[src/verilog/rhd_pkg.sv]
package rhd_pkg;

    // ==========================================================
    // Bus and timing
    // ==========================================================
    localparam int unsigned DATA_W = 32;
    localparam int unsigned ADDR_W = 8;
    localparam int unsigned CLK_PERIOD_NS = 40;
    // Power-good unit of time, as printed: 2 ms
    localparam int unsigned PGD_UNIT_MS = 2;
    localparam int unsigned NS_PER_MS = 1000000;
    localparam int unsigned PGD_UNIT_CYCLES = (PGD_UNIT_MS * NS_PER_MS) / CLK_PERIOD_NS;

    // ==========================================================
    // Command codes; the read code is the register index
    // ==========================================================
    localparam logic [7:0] CMD_RD_DESC_A = 8'h12;
    localparam logic [7:0] CMD_WR_DESC_A = 8'h92;
    localparam logic [7:0] CMD_RD_DESC_B = 8'h13;
    localparam logic [7:0] CMD_WR_DESC_B = 8'h93;
    localparam logic [7:0] CMD_WRITE_FLAG = 8'h80;
    localparam logic [ADDR_W-1:0] ADDR_DESC_A = {CMD_RD_DESC_A[5:0], 2'h0};
    localparam logic [ADDR_W-1:0] ADDR_DESC_B = {CMD_RD_DESC_B[5:0], 2'h0};

    // ==========================================================
    // Descriptor A layout
    // ==========================================================
    localparam int unsigned PGD_MSB = 31;
    localparam int unsigned PGD_LSB = 24;
    localparam int unsigned NO_OVERCURRENT_PROTECT_BIT = 12;
    localparam int unsigned OVERCURRENT_REPORT_MODE_BIT = 11;
    localparam int unsigned DT_BIT = 10;
    localparam int unsigned NPS_BIT = 9;
    localparam int unsigned PSM_BIT = 8;
    localparam int unsigned NDP_MSB = 1;
    localparam int unsigned NDP_LSB = 0;
    localparam logic [7:0] PGD_RST = 8'hff;
    localparam logic NO_OVERCURRENT_PROTECT_RST = 1'b0;
    localparam logic OVERCURRENT_REPORT_MODE_RST = 1'b1;
    localparam logic DT_VAL = 1'b0;
    localparam logic NPS_RST = 1'b0;
    localparam logic PSM_RST = 1'b1;
    localparam logic [1:0] NDP_VAL = 2'h2;
    localparam int unsigned MAX_PORTS = 2;

    // ==========================================================
    // Descriptor B layout
    // ==========================================================
    localparam int unsigned PORT_POWER_CONTROL_MASK_W = 3;
    localparam int unsigned PORT_POWER_CONTROL_MASK_MSB = 18;
    localparam int unsigned PORT_POWER_CONTROL_MASK_LSB = 16;
    localparam logic [PORT_POWER_CONTROL_MASK_W-1:0] PORT_POWER_CONTROL_MASK_RST = 3'h0;

    localparam logic [DATA_W-1:0] DESC_A_USED = 32'hff001f03;
    localparam logic [DATA_W-1:0] DESC_B_USED = 32'h00070000;

endpackage

[src/verilog/rhd_power_timer.sv]
module rhd_power_timer (
    input wire logic pclk,
    input wire logic presetn,
    input wire logic unit_tick,
    input wire logic powered,
    input wire logic [7:0] delay,
    output logic power_good
);
    import rhd_pkg::*;

    typedef struct packed {
        logic [7:0] units;
        logic good;
    } rhd_tmr_s;

    rhd_tmr_s st_r;
    rhd_tmr_s st_nxt;

    // ==========================================================
    // Whole units of 2 ms since power came on
    // ==========================================================
    // First unit may be short by up to one tick period, as counting starts
    // at power-on rather than at the next tick; software should add a margin.
    always_comb begin
        st_nxt = st_r;
        if (!powered) begin
            st_nxt.units = 8'h00;
            st_nxt.good = 1'b0;
        end else if (!st_r.good) begin
            if (st_r.units >= delay) begin
                st_nxt.good = 1'b1;
            end else if (unit_tick) begin
                st_nxt.units = st_r.units + 8'h01;
            end
        end
    end

    always_ff @(posedge pclk or negedge presetn) begin
        if (!presetn) begin
            st_r <= '0;
        end else begin
            st_r <= st_nxt;
        end
    end

    assign power_good = st_r.good;

endmodule

[src/verilog/rhd_regs.sv]
// Operation
// Descriptor A bits 31..24 hold a read/write power-good delay in 2 ms units, reset all ones.
// Bit 12 is a read/write no-overcurrent-protection bit, reset 0, which when set silences overcurrent reports.
// Bit 11 is a read/write overcurrent mode bit, reset 1, giving collective (0) or per-port (1) reporting.
// At reset the overcurrent mode matches the power switching mode.
// After power-up software writes the overcurrent mode to 0 and then to 1 for per-port reporting.
// Bit 10, the compound type flag, is read-only zero.
// Bit 9 is a read/write no-power-switch bit, reset 0; when set all ports are always powered.
// Bit 8 is a read/write power switch mode bit, reset 1, giving ganged (0) or individual (1) switching.
// In individual mode a masked port obeys only its own power commands and an unmasked one only global ones.
// Bits 1..0 read the downstream port count, value 2, read-only.
// Descriptor A is read with code 12h and written with code 92h as one 32-bit word.
// Descriptor B is read with code 13h, written with 93h, and holds the 3-bit port power mask at 18..16.
// Software programs descriptor B at initialisation; its reset value is a build choice.
// Both descriptors are writable at any time, always as whole 32-bit words.
// Reserved bits read as zero and ignore writes.
module rhd_regs #(
    parameter int unsigned NUM_PORTS = rhd_pkg::MAX_PORTS,
    parameter int unsigned UNIT_CYCLES = rhd_pkg::PGD_UNIT_CYCLES,
    parameter logic [rhd_pkg::PORT_POWER_CONTROL_MASK_W-1:0] PORT_POWER_CONTROL_MASK_RESET = rhd_pkg::PORT_POWER_CONTROL_MASK_RST
) (
    input wire logic pclk,
    input wire logic presetn,
    input wire logic psel,
    input wire logic penable,
    input wire logic pwrite,
    input wire logic [rhd_pkg::ADDR_W-1:0] paddr,
    input wire logic [rhd_pkg::DATA_W-1:0] pwdata,
    output logic [rhd_pkg::DATA_W-1:0] prdata,
    output logic pready,
    output logic pslverr,
    input wire logic global_power_set,
    input wire logic global_power_clear,
    input wire logic [NUM_PORTS-1:0] port_power_set,
    input wire logic [NUM_PORTS-1:0] port_power_clear,
    input wire logic [NUM_PORTS-1:0] overcurrent_pin,
    output logic [NUM_PORTS-1:0] port_power_on,
    output logic [NUM_PORTS-1:0] port_power_good,
    output logic overcurrent_global,
    output logic [NUM_PORTS-1:0] overcurrent_port
);
    import rhd_pkg::*;

    localparam int unsigned TICK_W = $clog2(UNIT_CYCLES + 1);
    localparam logic [TICK_W-1:0] TICK_LAST = TICK_W'(UNIT_CYCLES - 1);

    typedef struct packed {
        logic [7:0] power_good_delay;
        logic no_overcurrent_protect;
        logic overcurrent_report_mode;
        logic no_power_switch;
        logic power_switch_mode;
        logic [PORT_POWER_CONTROL_MASK_W-1:0] port_power_control_mask;
        logic [NUM_PORTS-1:0] port_pwr;
        logic [NUM_PORTS-1:0] oc_meta;
        logic [NUM_PORTS-1:0] oc_sync;
        logic [NUM_PORTS-1:0] oc_port;
        logic oc_global;
        logic [TICK_W-1:0] tick_cnt;
        logic unit_tick;
        logic [DATA_W-1:0] rdata;
    } rhd_state_s;

    rhd_state_s st_r;
    rhd_state_s st_nxt;

    // ==========================================================
    // Address decode
    // ==========================================================
    function automatic logic hit(input logic [ADDR_W-1:0] addr, input logic [ADDR_W-1:0] reg_addr);
        hit = (addr == reg_addr);
    endfunction

    function automatic logic [DATA_W-1:0] desc_a_word(input rhd_state_s s);
        logic [DATA_W-1:0] w;
        w = '0;
        w[PGD_MSB:PGD_LSB] = s.power_good_delay;
        w[NO_OVERCURRENT_PROTECT_BIT] = s.no_overcurrent_protect;
        w[OVERCURRENT_REPORT_MODE_BIT] = s.overcurrent_report_mode;
        w[DT_BIT] = DT_VAL;
        w[NPS_BIT] = s.no_power_switch;
        w[PSM_BIT] = s.power_switch_mode;
        w[NDP_MSB:NDP_LSB] = NDP_VAL;
        desc_a_word = w;
    endfunction

    function automatic logic [DATA_W-1:0] desc_b_word(input rhd_state_s s);
        logic [DATA_W-1:0] w;
        w = '0;
        w[PORT_POWER_CONTROL_MASK_MSB:PORT_POWER_CONTROL_MASK_LSB] = s.port_power_control_mask;
        desc_b_word = w;
    endfunction

    logic sel_a;
    logic sel_b;
    logic mapped;
    logic setup_ph;
    logic access_ph;
    logic wr_a;
    logic wr_b;

    assign sel_a = hit(paddr, ADDR_DESC_A);
    assign sel_b = hit(paddr, ADDR_DESC_B);
    assign mapped = sel_a | sel_b;
    assign setup_ph = psel & ~penable;
    assign access_ph = psel & penable;
    assign wr_a = access_ph & pwrite & sel_a;
    assign wr_b = access_ph & pwrite & sel_b;

    // ==========================================================
    // Per-port power command routing
    // ==========================================================
    logic [NUM_PORTS-1:0] pwr_set;
    logic [NUM_PORTS-1:0] pwr_clr;

    generate
        for (genvar p = 0; p < NUM_PORTS; p++) begin : g_route
            always_comb begin
                if (!st_r.power_switch_mode) begin
                    // Ganged: any command moves every port
                    pwr_set[p] = global_power_set | (|port_power_set);
                    pwr_clr[p] = global_power_clear | (|port_power_clear);
                end else if (st_r.port_power_control_mask[p+1]) begin
                    pwr_set[p] = port_power_set[p];
                    pwr_clr[p] = port_power_clear[p];
                end else begin
                    pwr_set[p] = global_power_set;
                    pwr_clr[p] = global_power_clear;
                end
            end
        end
    endgenerate

    // ==========================================================
    // Next state
    // ==========================================================
    always_comb begin
        st_nxt = st_r;

        // Zero wait states, so every access is taken whatever the host state
        if (wr_a) begin
            st_nxt.power_good_delay = pwdata[PGD_MSB:PGD_LSB];
            st_nxt.no_overcurrent_protect = pwdata[NO_OVERCURRENT_PROTECT_BIT];
            st_nxt.overcurrent_report_mode = pwdata[OVERCURRENT_REPORT_MODE_BIT];
            st_nxt.no_power_switch = pwdata[NPS_BIT];
            st_nxt.power_switch_mode = pwdata[PSM_BIT];
        end
        if (wr_b) begin
            st_nxt.port_power_control_mask = pwdata[PORT_POWER_CONTROL_MASK_MSB:PORT_POWER_CONTROL_MASK_LSB];
        end

        // Read data captured in setup so prdata comes from a flip-flop
        if (setup_ph && !pwrite) begin
            if (sel_a) begin
                st_nxt.rdata = desc_a_word(st_r);
            end else if (sel_b) begin
                st_nxt.rdata = desc_b_word(st_r);
            end else begin
                st_nxt.rdata = '0;
            end
        end

        // Port power; set wins over a clear in the same cycle
        for (int p = 0; p < NUM_PORTS; p++) begin
            if (st_r.no_power_switch) begin
                st_nxt.port_pwr[p] = 1'b1;
            end else if (pwr_set[p]) begin
                st_nxt.port_pwr[p] = 1'b1;
            end else if (pwr_clr[p]) begin
                st_nxt.port_pwr[p] = 1'b0;
            end
        end

        // Overcurrent pins are asynchronous
        st_nxt.oc_meta = overcurrent_pin;
        st_nxt.oc_sync = st_r.oc_meta;
        if (st_r.no_overcurrent_protect) begin
            st_nxt.oc_port = '0;
            st_nxt.oc_global = 1'b0;
        end else if (st_r.overcurrent_report_mode) begin
            st_nxt.oc_port = st_r.oc_sync;
            st_nxt.oc_global = 1'b0;
        end else begin
            st_nxt.oc_port = '0;
            st_nxt.oc_global = |st_r.oc_sync;
        end

        // 2 ms enable for the power-good timers
        if (st_r.tick_cnt == TICK_LAST) begin
            st_nxt.tick_cnt = '0;
            st_nxt.unit_tick = 1'b1;
        end else begin
            st_nxt.tick_cnt = st_r.tick_cnt + TICK_W'(1);
            st_nxt.unit_tick = 1'b0;
        end
    end

    always_ff @(posedge pclk or negedge presetn) begin
        if (!presetn) begin
            st_r.power_good_delay <= PGD_RST;
            st_r.no_overcurrent_protect <= NO_OVERCURRENT_PROTECT_RST;
            st_r.overcurrent_report_mode <= OVERCURRENT_REPORT_MODE_RST;
            st_r.no_power_switch <= NPS_RST;
            st_r.power_switch_mode <= PSM_RST;
            st_r.port_power_control_mask <= PORT_POWER_CONTROL_MASK_RESET;
            st_r.port_pwr <= '0;
            st_r.oc_meta <= '0;
            st_r.oc_sync <= '0;
            st_r.oc_port <= '0;
            st_r.oc_global <= 1'b0;
            st_r.tick_cnt <= '0;
            st_r.unit_tick <= 1'b0;
            st_r.rdata <= '0;
        end else begin
            st_r <= st_nxt;
        end
    end

    // ==========================================================
    // Power-good timers
    // ==========================================================
    generate
        for (genvar p = 0; p < NUM_PORTS; p++) begin : g_timer
            rhd_power_timer u_timer (
                .pclk(pclk),
                .presetn(presetn),
                .unit_tick(st_r.unit_tick),
                .powered(st_r.port_pwr[p]),
                .delay(st_r.power_good_delay),
                .power_good(port_power_good[p])
            );
        end
    endgenerate

    // ==========================================================
    // Outputs
    // ==========================================================
    assign prdata = st_r.rdata;
    assign pready = 1'b1;
    assign pslverr = access_ph & ~mapped;
    assign port_power_on = st_r.port_pwr;
    assign overcurrent_port = st_r.oc_port;
    assign overcurrent_global = st_r.oc_global;

    // ==========================================================
    // Checks
    // ==========================================================
    logic written_a_r;

    always_ff @(posedge pclk or negedge presetn) begin
        if (!presetn) begin
            written_a_r <= 1'b0;
        end else if (wr_a) begin
            written_a_r <= 1'b1;
        end
    end
endmodule

[config.mk]
export PLATFORM = sky130hd
export DESIGN_NAME = rhd_regs
export DESIGN_NICKNAME = d
export VERILOG_FILES = /design/src/verilog/rhd_pkg.sv /design/src/verilog/rhd_power_timer.sv /design/src/verilog/rhd_regs.sv
export SDC_FILE = /design/constraint.sdc
export NUM_CORES = 1
export LEC_CHECK = 0
export BUFFER_PORTS_ARGS = -buffer_cell sky130_fd_sc_hd__buf_2
export CAP_MARGIN = 25
export CORE_ASPECT_RATIO = 2
export CORE_MARGIN = 1
export CORE_UTILIZATION = 30
export DETAILED_ROUTE_END_ITERATION = 6
export GPL_TIMING_DRIVEN = 0
export PLACE_DENSITY = 0.62
export SLEW_MARGIN = 40
export SYNTH_ARGS = -nofsm -noshare
export SYNTH_HDL_FRONTEND = slang
export SYNTH_SLANG_ARGS = --single-unit
[constraint.sdc]
create_clock -name pclk -period 2.4 [get_ports pclk]
set_input_delay 0.48 -clock pclk [delete_from_list [all_inputs] [get_ports pclk]]
set_output_delay 0.48 -clock pclk [all_outputs]
set_load 0.05 [all_outputs]
# Word-level counts from Yosys, hierarchy flattened
# Index checks and enable logic that the tools add are counted.
[classes]
n_reduce_logical = 9
eq_ne = 9
n_mux = 29
multipliers = 0
div_mod_pow = 0
shift = 0
bitwise = 11
n_lt_le_gt_ge = 2
addsub = 3
[ops]
columns = ["operator", "n"]
rows = [
  ["$mux 9", 4],
  ["$mux 32", 1],
  ["$mux 8", 4],
  ["$mux 19", 1],
  ["$mux 17", 1],
  ["$add 16x1->16 const B", 1],
  ["$add 8x1->8 const B", 2],
  ["$eq 16x16->1 const B", 1],
  ["$eq 8x7->1 const B", 2],
  ["$ge 8x8->1", 2],
  ["$mux 1", 16],
  ["$ne 2x2->1 const B", 6],
  ["$and 1x1->1", 6],
  ["$mux 3", 2],
  ["$reduce_and 3->1", 2],
  ["$reduce_bool 3->1", 2],
  ["$reduce_or 2->1", 3],
  ["$or 1x1->1", 3],
  ["$not 1->1", 2],
  ["$logic_and 1x1->1", 1],
  ["$logic_not 1->1", 1],
]
[totals]
word_cells = 82
n_memories = 0
rom_bits = 0
input_bits = 53
latch_bits = 0
ram_bits = 0
output_inout_bits = 41
regBits = 91

# Depth between registers and ports, before layout
# Gate-level depths: netlist of run 1.
[logic_depth]
depth_word = 6
depth_mapped = 8

# Hierarchy
# Synthesis of run 1 repeated with hierarchy kept, for this count alone.
[unflattened]
cells_unflattened = 376
hier_area_um2 = 4016.4
[modules_own_cells]
columns = ["mod", "area_per_inst_um2", "cells_each", "seq_area_each_um2", "n_inst"]
rows = [
  ["rhd_regs", 2610.0, 222, 1438.9, 1],
  ["rhd_power_timer", 703.2, 77, 225.2, 2],
]

# Worst setup path after synthesis of run 1
# OpenSTA, ideal clock, no wires.
[synth_timing]
kind = "reg2reg"
start = "register st_r[67] (netlist bit)"
end = "register g_timer[0].u_timer.st_r[2] (netlist bit)"
required_time_ns = 2.321
setup_slack_ns = 0.113
setup_ns = 0.079
n_path_buf = 1
path_stages_with_launch = 9
t_arrival_ns = 2.208
cell_sequence = "dfstp_2 > inv_1 > ha_1 > or3_2 > a21oi_2 > o311ai_4 > buf_6 > or3b_1 > a21oi_1"
[synth_between]
elab_chain_cells = 3
[synth_lines]
columns = ["element", "line_no", "source"]
rows = [
  ["start, declared", "rhd_regs.sv:64", "rhd_state_s st_r;"],
  ["start signal, assigned", "rhd_regs.sv:215", "st_r <= st_nxt;"],
  ["$ge 8x8->1", "rhd_power_timer.sv:30", "if (st_r.units >= delay) begin"],
  ["$ne 2x2->1 (no line)", "-", ""],
  ["$reduce_and 3->1 (no line)", "-", ""],
  ["end signal, assigned", "rhd_power_timer.sv:42", "st_r <= st_nxt;"],
  ["end, declared", "rhd_power_timer.sv:16", "rhd_tmr_s st_r;"],
]
# Every way passes these cells.
# A chain may end at the register's enable or synchronous reset.

# Final worst setup path of run 1
[layout_timing]
start = "register st_r[67] (netlist bit)"
end = "register g_timer[1].u_timer.st_r[2] (netlist bit)"
[layout_between]
elab_chain_cells = 3
[layout_lines]
columns = ["element", "line_no"]
rows = [
  ["$ge 8x8->1", "rhd_power_timer.sv:30"],
  ["$ne 2x2->1 (no line)", "-"],
  ["$reduce_and 3->1 (no line)", "-"],
  ["end signal, assigned", "rhd_power_timer.sv:42"],
  ["end, declared", "rhd_power_timer.sv:16"],
]
# Every way passes these cells.

==> results by group, run 1 <==
Status
  • Outcome: finished, final reports clean

Floorplan
  • Initial Util: 31.1%
  • CORE AREA: 12700 µm²
  • Die Wd: 83.1 µm
  • Cell Rows: between 50 and 60
  • IO Pins: 94
  • Chip height: 164 µm
  • Die area: 13600 µm²

Drt
  • Vias per cell: 4.84
  • Routed wire length: 8.28 mm
  • Number of detailed-route iterations in the first pass: 4
  • # DRC: 0
  • Vias: 2962
  • Drt wl/cell: between 10 and 15 µm
  • Initial detailed-routing violation count: between 100 and 150
  • Post-DRT Antenna Nets: 0

Synthesis
  • Distinct cells, synth: a little over 50
  • Post-synth EDFFs: 0
  • Synth top area cells: dfrtp_1 (41%), buf_4 (7.6%), dfstp_2 (6.7%)
  • #FFs+latches synth: 75
  • Avg Cell Area, Syn: 10.7 µm²
  • Post-Syn Area: 3940 µm²
  • Synth Instances: around 370
  • YS warnings: 0
  • Post-synth top area share: 41.2%
  • Commonest cells post-synth: dfrtp_1 (65), buf_4 (40), nor2_1 (25)
  • Register area share after synthesis: 47.9%
  • Main synth FF type: dfrtp_1
  • Count leader, synth: dfrtp_1
  • Async set-reset flop share out of synthesis: 100%
  • Synth area leader: dfrtp_1

Pwr
  • VDD IR-drop max: 0.479 mV
  • PnR Total Power: slightly below 3000 µW
  • Leakage: about 0.0024 µW
  • Power Density: 585 nW/µm²

Final layout
  • Layout cell share with drive strength beyond 1: 34.2%
  • ANT cells: 0
  • Net count, final: 529
  • Synthesis-to-finish area growth: 26.5%

Worst setup path
  • Worst setup SP type: flop
  • CP Cell Sequence: inv_2, ha_4, or4_4, a21oi_4, o311ai_4, buf_6, or3b_1, a21oi_1
  • Crit path capture type: flop
  • CP Max Fanout: 6
  • Slowest-stage cell, CP: or4_4
  • Worst endpoint required time: 2.65 ns
  • Reg2Reg Depth: 8
  • Max stage delay on crit path: 0.54 ns
  • Critical Path AT: 2.59 ns
  • Critical path class: flop to flop

Min path
  • Hold path depth: 1
  • Hold Crit Class: input port to flop

Global route
  • Initial antenna violation count: 0
  • First-pass GRT wire length: 13.9 mm
  • Vias in the first global route: 2965
  • Total GRT Usage: 13.0%
  • GR Overflow Total: 0
  • Largest net degree at the start of global routing: 58

STA
  • Clock Skew: 0.00832 ns
  • Setup violations, final: 0
  • Fmax achieved: 0.428 GHz
  • Fin Setup TNS: 0 ns
  • Final hold violations: 0
  • Tmin final: 2.34 ns
  • RSZ-0062 raised after global routing: yes
  • Worst-margin pin slew: 0.778 ns
  • Slew headroom: 47.7%
  • Final period utilization: 97.4%
  • Final Slew Violations: 0

Clock tree
  • CTS tree: done
  • TritonCTS Sinks: 75
  • H-Tree Depth: 3
  • CTS buffer count: 9
  • Clock latency at the later pin of the worst-skew pair: ~0.34 ns
  • Clk slew on worst S/H paths: ~0.060 ns
  • Buffer levels on the longest clock path: 2
  • Clk root buf: clkbuf_16

Placement
  • I/O Buffers: 59
  • Routability cong.: 0.792
  • Placed wire-length estimate: 6.30 mm

Run
  • Maxcap violations: 0
critical path, delay by kind of cell, from the launching register on:
| kind | cells | cell delay [ns] |
|---|---|---|
| compound gates | 3 | 0.43 |
| flops | 1 | 0.53 |
| fa+ha+maj | 1 | 0.17 |
| simple gates | 2 | 0.88 |
| buf+inv | 2 | 0.25 |
metal layers:
layer | global-route usage (%) | vias to the layer above | part of all wire (%)
met5 | 0 | - | 0
met4 | 7.13 | 0 | 2.2
met3 | 2.41 | 16 | 3.8
met2 | 25.7 | 77 | 59
met1 | 12.3 | 1435 | 36
li1 | - | 1434 | -
final cells by class:
| cell class | count | area, µm² |
|---|---|---|
| clock inverter | 7 | 91.3 |
| sequential | 75 | 1890 |
| clock buffer | 9 | 225 |
| multi-input combinational | 249 | 1850 |
| fill | 1211 | 7710 |
| tap | 150 | 188 |
| inverter | 12 | 47.5 |
| buffer | 46 | 339 |
| timing repair buffer | 64 | 362 |
report_power, final:
part | internal [µW] | switching [µW]
clock | 907 | 513
sequential | 1280 | 7.85
combinational | 67.7 | 140
total | 2260 | 661
final timing paths:
kind | start | to | slack [ns]
max | st_r[67] | g_timer[1].u_timer.st_r[2] | 0.06
min | overcurrent_pin[1] | st_nxt[53] | 0.25
max reg2reg | st_r[67] | g_timer[1].u_timer.st_r[2] | 0.06
min reg2reg | st_nxt[53] | st_r[53] | 0.35
max in group asynchronous | presetn | st_r[72] | 1.27
min in group asynchronous | presetn | overcurrent_global | 0.55
state kept, by name (all words and copies together), names as in the netlist:
register,flops
g_timer.u_timer.st_r,16
overcurrent_global,1
overcurrent_port,2
port_power_on,2
st_r,34
g_timer.u_timer.power_good,2
prdata,16
st_nxt,2
kinds of logic after synthesis:
group / count (synthesis) / synth area share (%)
xor+xnor: 14 / 3.11
mux: 9 / 2.54
flops: 75 / 47.9
simple gates: 122 / 17.0
compound gates: 68 / 13.5
other cells: 2 / 0.190
buf+inv: 58 / 9.74
fa+ha+maj: 19 / 6.03
metrics by stage:
| stage | utilization [%] | area [µm²] | cells | setup WS (ns) | hold WS (ns) |
|---|---|---|---|---|---|
| floorplan | - | 4000 | 382 | 0.113 | 0.184 |
| global placement | 35.3 | 4480 | 591 | 0.00301 | 0.339 |
| detailed placement | 35.6 | 4520 | 592 | -0.0832 | 0.331 |
| CTS | 38.5 | 4890 | 612 | 0.00129 | 0.238 |
| global route | 39.3 | 4990 | 612 | -0.0258 | 0.241 |
| finish | 39.3 | 4990 | 612 | 0.0626 | 0.245 |
timing repair:
action / CTS / global route
endpoints found under the hold margin: 18 / 0
setup endpoints to repair: 7 / 12
buffers inserted: 3 / 0
resized for setup: 6 / 16
hold buffers: 1 / 0
pin swaps: 4 / 13
layout by cell type (no fill, tap or decap), drive strengths merged, types with 5 or more instances in the layout:
cell type / instances
nor2: 25
ha: 19
or3: 13
conb: 17
nand3: 17
a21oi: 14
nor3: 7
dfrtp: 65
buf: 106
a31oi: 7
xor2: 6
and3: 8
inv: 12
nand3b: 5
dfstp: 10
mux2: 8
nand2: 23
a22o: 16
xnor2: 8
o21ai: 13
or4: 6
clkbuf: 12
(Power assumes the default switching activity.)
==> inputs of run 2 (changes only) <==
- REMOVE_ABC_BUFFERS: not set -> 1
==> run 2 against run 1 <==
Net effect: non-clock buffer count is 38 lower; sequential share of layout area is 2.3 points higher; total power is 3.4% lower; sequential cell count stayed put; critical path depth is 1 lower; global-route usage is 0.39 points lower; clock power is 5% lower; routed wire length is 0.65% higher; first-iteration DRC count is 17% higher; maximum frequency is 2.1% lower; final cell count is 6.0% lower; setup slack worse by 0.050 ns.
==> results by group, run 2 (synthesis results as in run 1) <==
Status
  • Outcome: finished, final reports clean (unchanged)

Floorplan
  • CORE AREA: 12700 µm² (unchanged)
  • Chip height: 164 µm (unchanged)
  • Die area: 13600 µm² (unchanged)
  • Initial Util: 31.1% (unchanged)
  • IO Pins: 94 (unchanged)
  • Die Wd: 83.1 µm (unchanged)
  • Cell Rows: 58 (unchanged)

Global route
  • Largest net degree at the start of global routing: 47 (was 58)
  • Vias in the first global route: 2850 (was 2965)
  • Initial antenna violation count: 0 (unchanged)
  • GR Overflow Total: 0 (unchanged)
  • First-pass GRT wire length: 13.5 mm (was 13.9 mm)
  • Total GRT Usage: 12.6% (was 13.0%)

Drt
  • Number of detailed-route iterations in the first pass: 4 (unchanged)
  • Initial detailed-routing violation count: 128 (was 109)
  • # DRC: 0 (unchanged)
  • Vias per cell: 4.98 (was 4.84)
  • Drt wl/cell: 14.5 µm (was 13.5 µm)
  • Routed wire length: 8.33 mm (was 8.28 mm)
  • Post-DRT Antenna Nets: 0 (unchanged)
  • Vias: 2863 (was 2962)

Worst setup path
  • FF-to-FF Start: st_r[69] (was st_r[67])
  • Reg2Reg Depth: 7 (was 8)
  • Worst endpoint required time: 2.66 ns (was 2.65 ns)
  • FF-to-FF End: g_timer[0].u_timer.st_r[8] (was g_timer[1].u_timer.st_r[2])
  • Critical Path AT: 2.65 ns (was 2.59 ns)
  • Crit path capture type: flop (unchanged)
  • R2r setup slk: 0.01 ns (was 0.06 ns)
  • Worst setup SP type: flop (unchanged)
  • CP Max Fanout: 7 (was 6)
  • Critical path class: flop to flop (unchanged)

Placement
  • Placed cells: 546 (was 592)
  • Placed wire-length estimate: 5.96 mm (was 6.30 mm)
  • I/O Buffers: 59 (unchanged)
  • Routability cong.: 0.749 (was 0.792)

Clock tree
  • TritonCTS Sinks: 75 (unchanged)
  • Clock latency at the later pin of the worst-skew pair: 0.34 ns (about the same)
  • Clk root buf: clkbuf_16 (unchanged)
  • Hold-fix buffers at CTS: 0 (was 1)
  • CTS tree: done (unchanged)
  • Clk slew on worst S/H paths: 0.06 ns (about the same)
  • H-Tree Depth: 3 (unchanged)
  • Buffer levels on the longest clock path: 2 (unchanged)
  • CTS buffer count: 9 (unchanged)

Pwr
  • PnR Total Power: 2820 µW (was 2920 µW)
  • Power Density: 599 nW/µm² (was 585 nW/µm²)
  • Leakage: 0.00224 µW (was 0.00244 µW)
  • VDD IR-drop max: 0.485 mV (was 0.479 mV)

Final layout
  • Reg with most FFs: st_r (unchanged)
  • ANT cells: 0 (unchanged)
  • Max FFs per register: 34 (unchanged)
  • Most frequent cells in the layout: dfrtp_1 (65), buf_2 (58), nor2_1 (25) (was dfrtp_1 (65), buf_2 (59), buf_4 (43))
  • Layout cell share with drive strength beyond 1: 30.1% (was 34.2%)
  • Net count, final: 492 (was 529)
  • Post-route insts no fill: 575 (was 612)
  • Final core utilization: 37.0% (was 39.3%)
  • Most common cell after layout, fill and taps aside: dfrtp_1 (unchanged)
  • Synthesis-to-finish area growth: 19.1% (was 26.5%)

STA
  • Setup violations, final: 0 (unchanged)
  • Final period utilization: 99.5% (was 97.4%)
  • Fmax achieved: 0.419 GHz (was 0.428 GHz)
  • WHS: 0.00905 ns (was 0.245 ns)
  • Final hold violations: 0 (unchanged)
  • Clock Skew: 0.00979 ns (was 0.00832 ns)
  • Final Slew Violations: 0 (unchanged)
  • RSZ-0062 raised after global routing: yes (unchanged)
  • Slew headroom: 48.8% (was 47.7%)
  • Worst-margin pin slew: 0.761 ns (was 0.778 ns)
  • Tmin final: 2.39 ns (was 2.34 ns)

Min path
  • Hold Crit Class: input port to async pin (was input port to flop)

Run
  • Maxcap violations: 0 (unchanged)
## run 2: changes by cell type in the layout (fill, tap and decap cells not counted), sizes merged
cell and change:
bufinv -1, clkbuf -3, dlygate4sd3 -1, clkinvlp +1, o311ai +1, buf -34
## run 2: repair_timing
item,CTS,global route
buffers inserted,7,4
cloned,1,0
pin swaps,4,19
endpoints found under the hold margin,0,0
resized for setup,5,19
setup endpoints to repair,5,13
## run 2: layout make-up
type	instances	area (µm²)
Clock buffer	9	225
Multi-Input combinational cell	250	1840
Inverter	12	47.5
Timing Repair Buffer	72	430
Sequential cell	75	1890
Fill cell	1263	8000
Tap cell	150	188
Clock inverter	7	76.3
## run 2: worst max path at each step
stage          startpoint                    endpoint  slack, ns  depth (start not counted)
2_1_floorplan    st_r[67]  g_timer[1].u_timer.st_r[6]       0.07                          7
3_3_place_gp     paddr[5]                    st_r[64]      -0.21                          5
3_5_place_dp     st_r[67]  g_timer[1].u_timer.st_r[8]      -0.13                          7
4_1_cts          st_r[67]  g_timer[0].u_timer.st_r[8]     0.0007                          7
5_1_grt          st_r[71]  g_timer[1].u_timer.st_r[4]      -0.05                          8
6_report         st_r[69]  g_timer[0].u_timer.st_r[8]       0.01                          7
## run 2: stage by stage
step | area (µm²) | TNS (ns) | worst slack [ns]
after CTS | 4580 | 0 | 0.000744
after floorplan | 3660 | 0 | 0.0695
after global placement | 4140 | -3.27 | -0.211
final | 4700 | 0 | 0.0124
after global routing | 4700 | -0.134 | -0.0515
after detailed placement | 4190 | -0.362 | -0.126
## run 2: per-layer routing
metal / GRT usage, % / part of all wire (%)
met4: 5.64 / 2.2
met3: 2.96 / 4.1
met5: 0 / 0
met2: 24.5 / 57
met1: 12.4 / 37
## run 2: power breakdown
group | internal [µW] | switching, µW
sequential | 1280 | 8.07
clock | 809 | 538
combinational | 44.7 | 135
total | 2130 | 682
## run 2: critical path, stage by stage (launching register included)
cell,delay [ns]
dfstp_2,0.53
inv_1,0.09
ha_2,0.21
or4_4,0.50
a21oi_4,0.19
o311ai_4,0.15
or4_1,0.51
a31oi_1,0.13
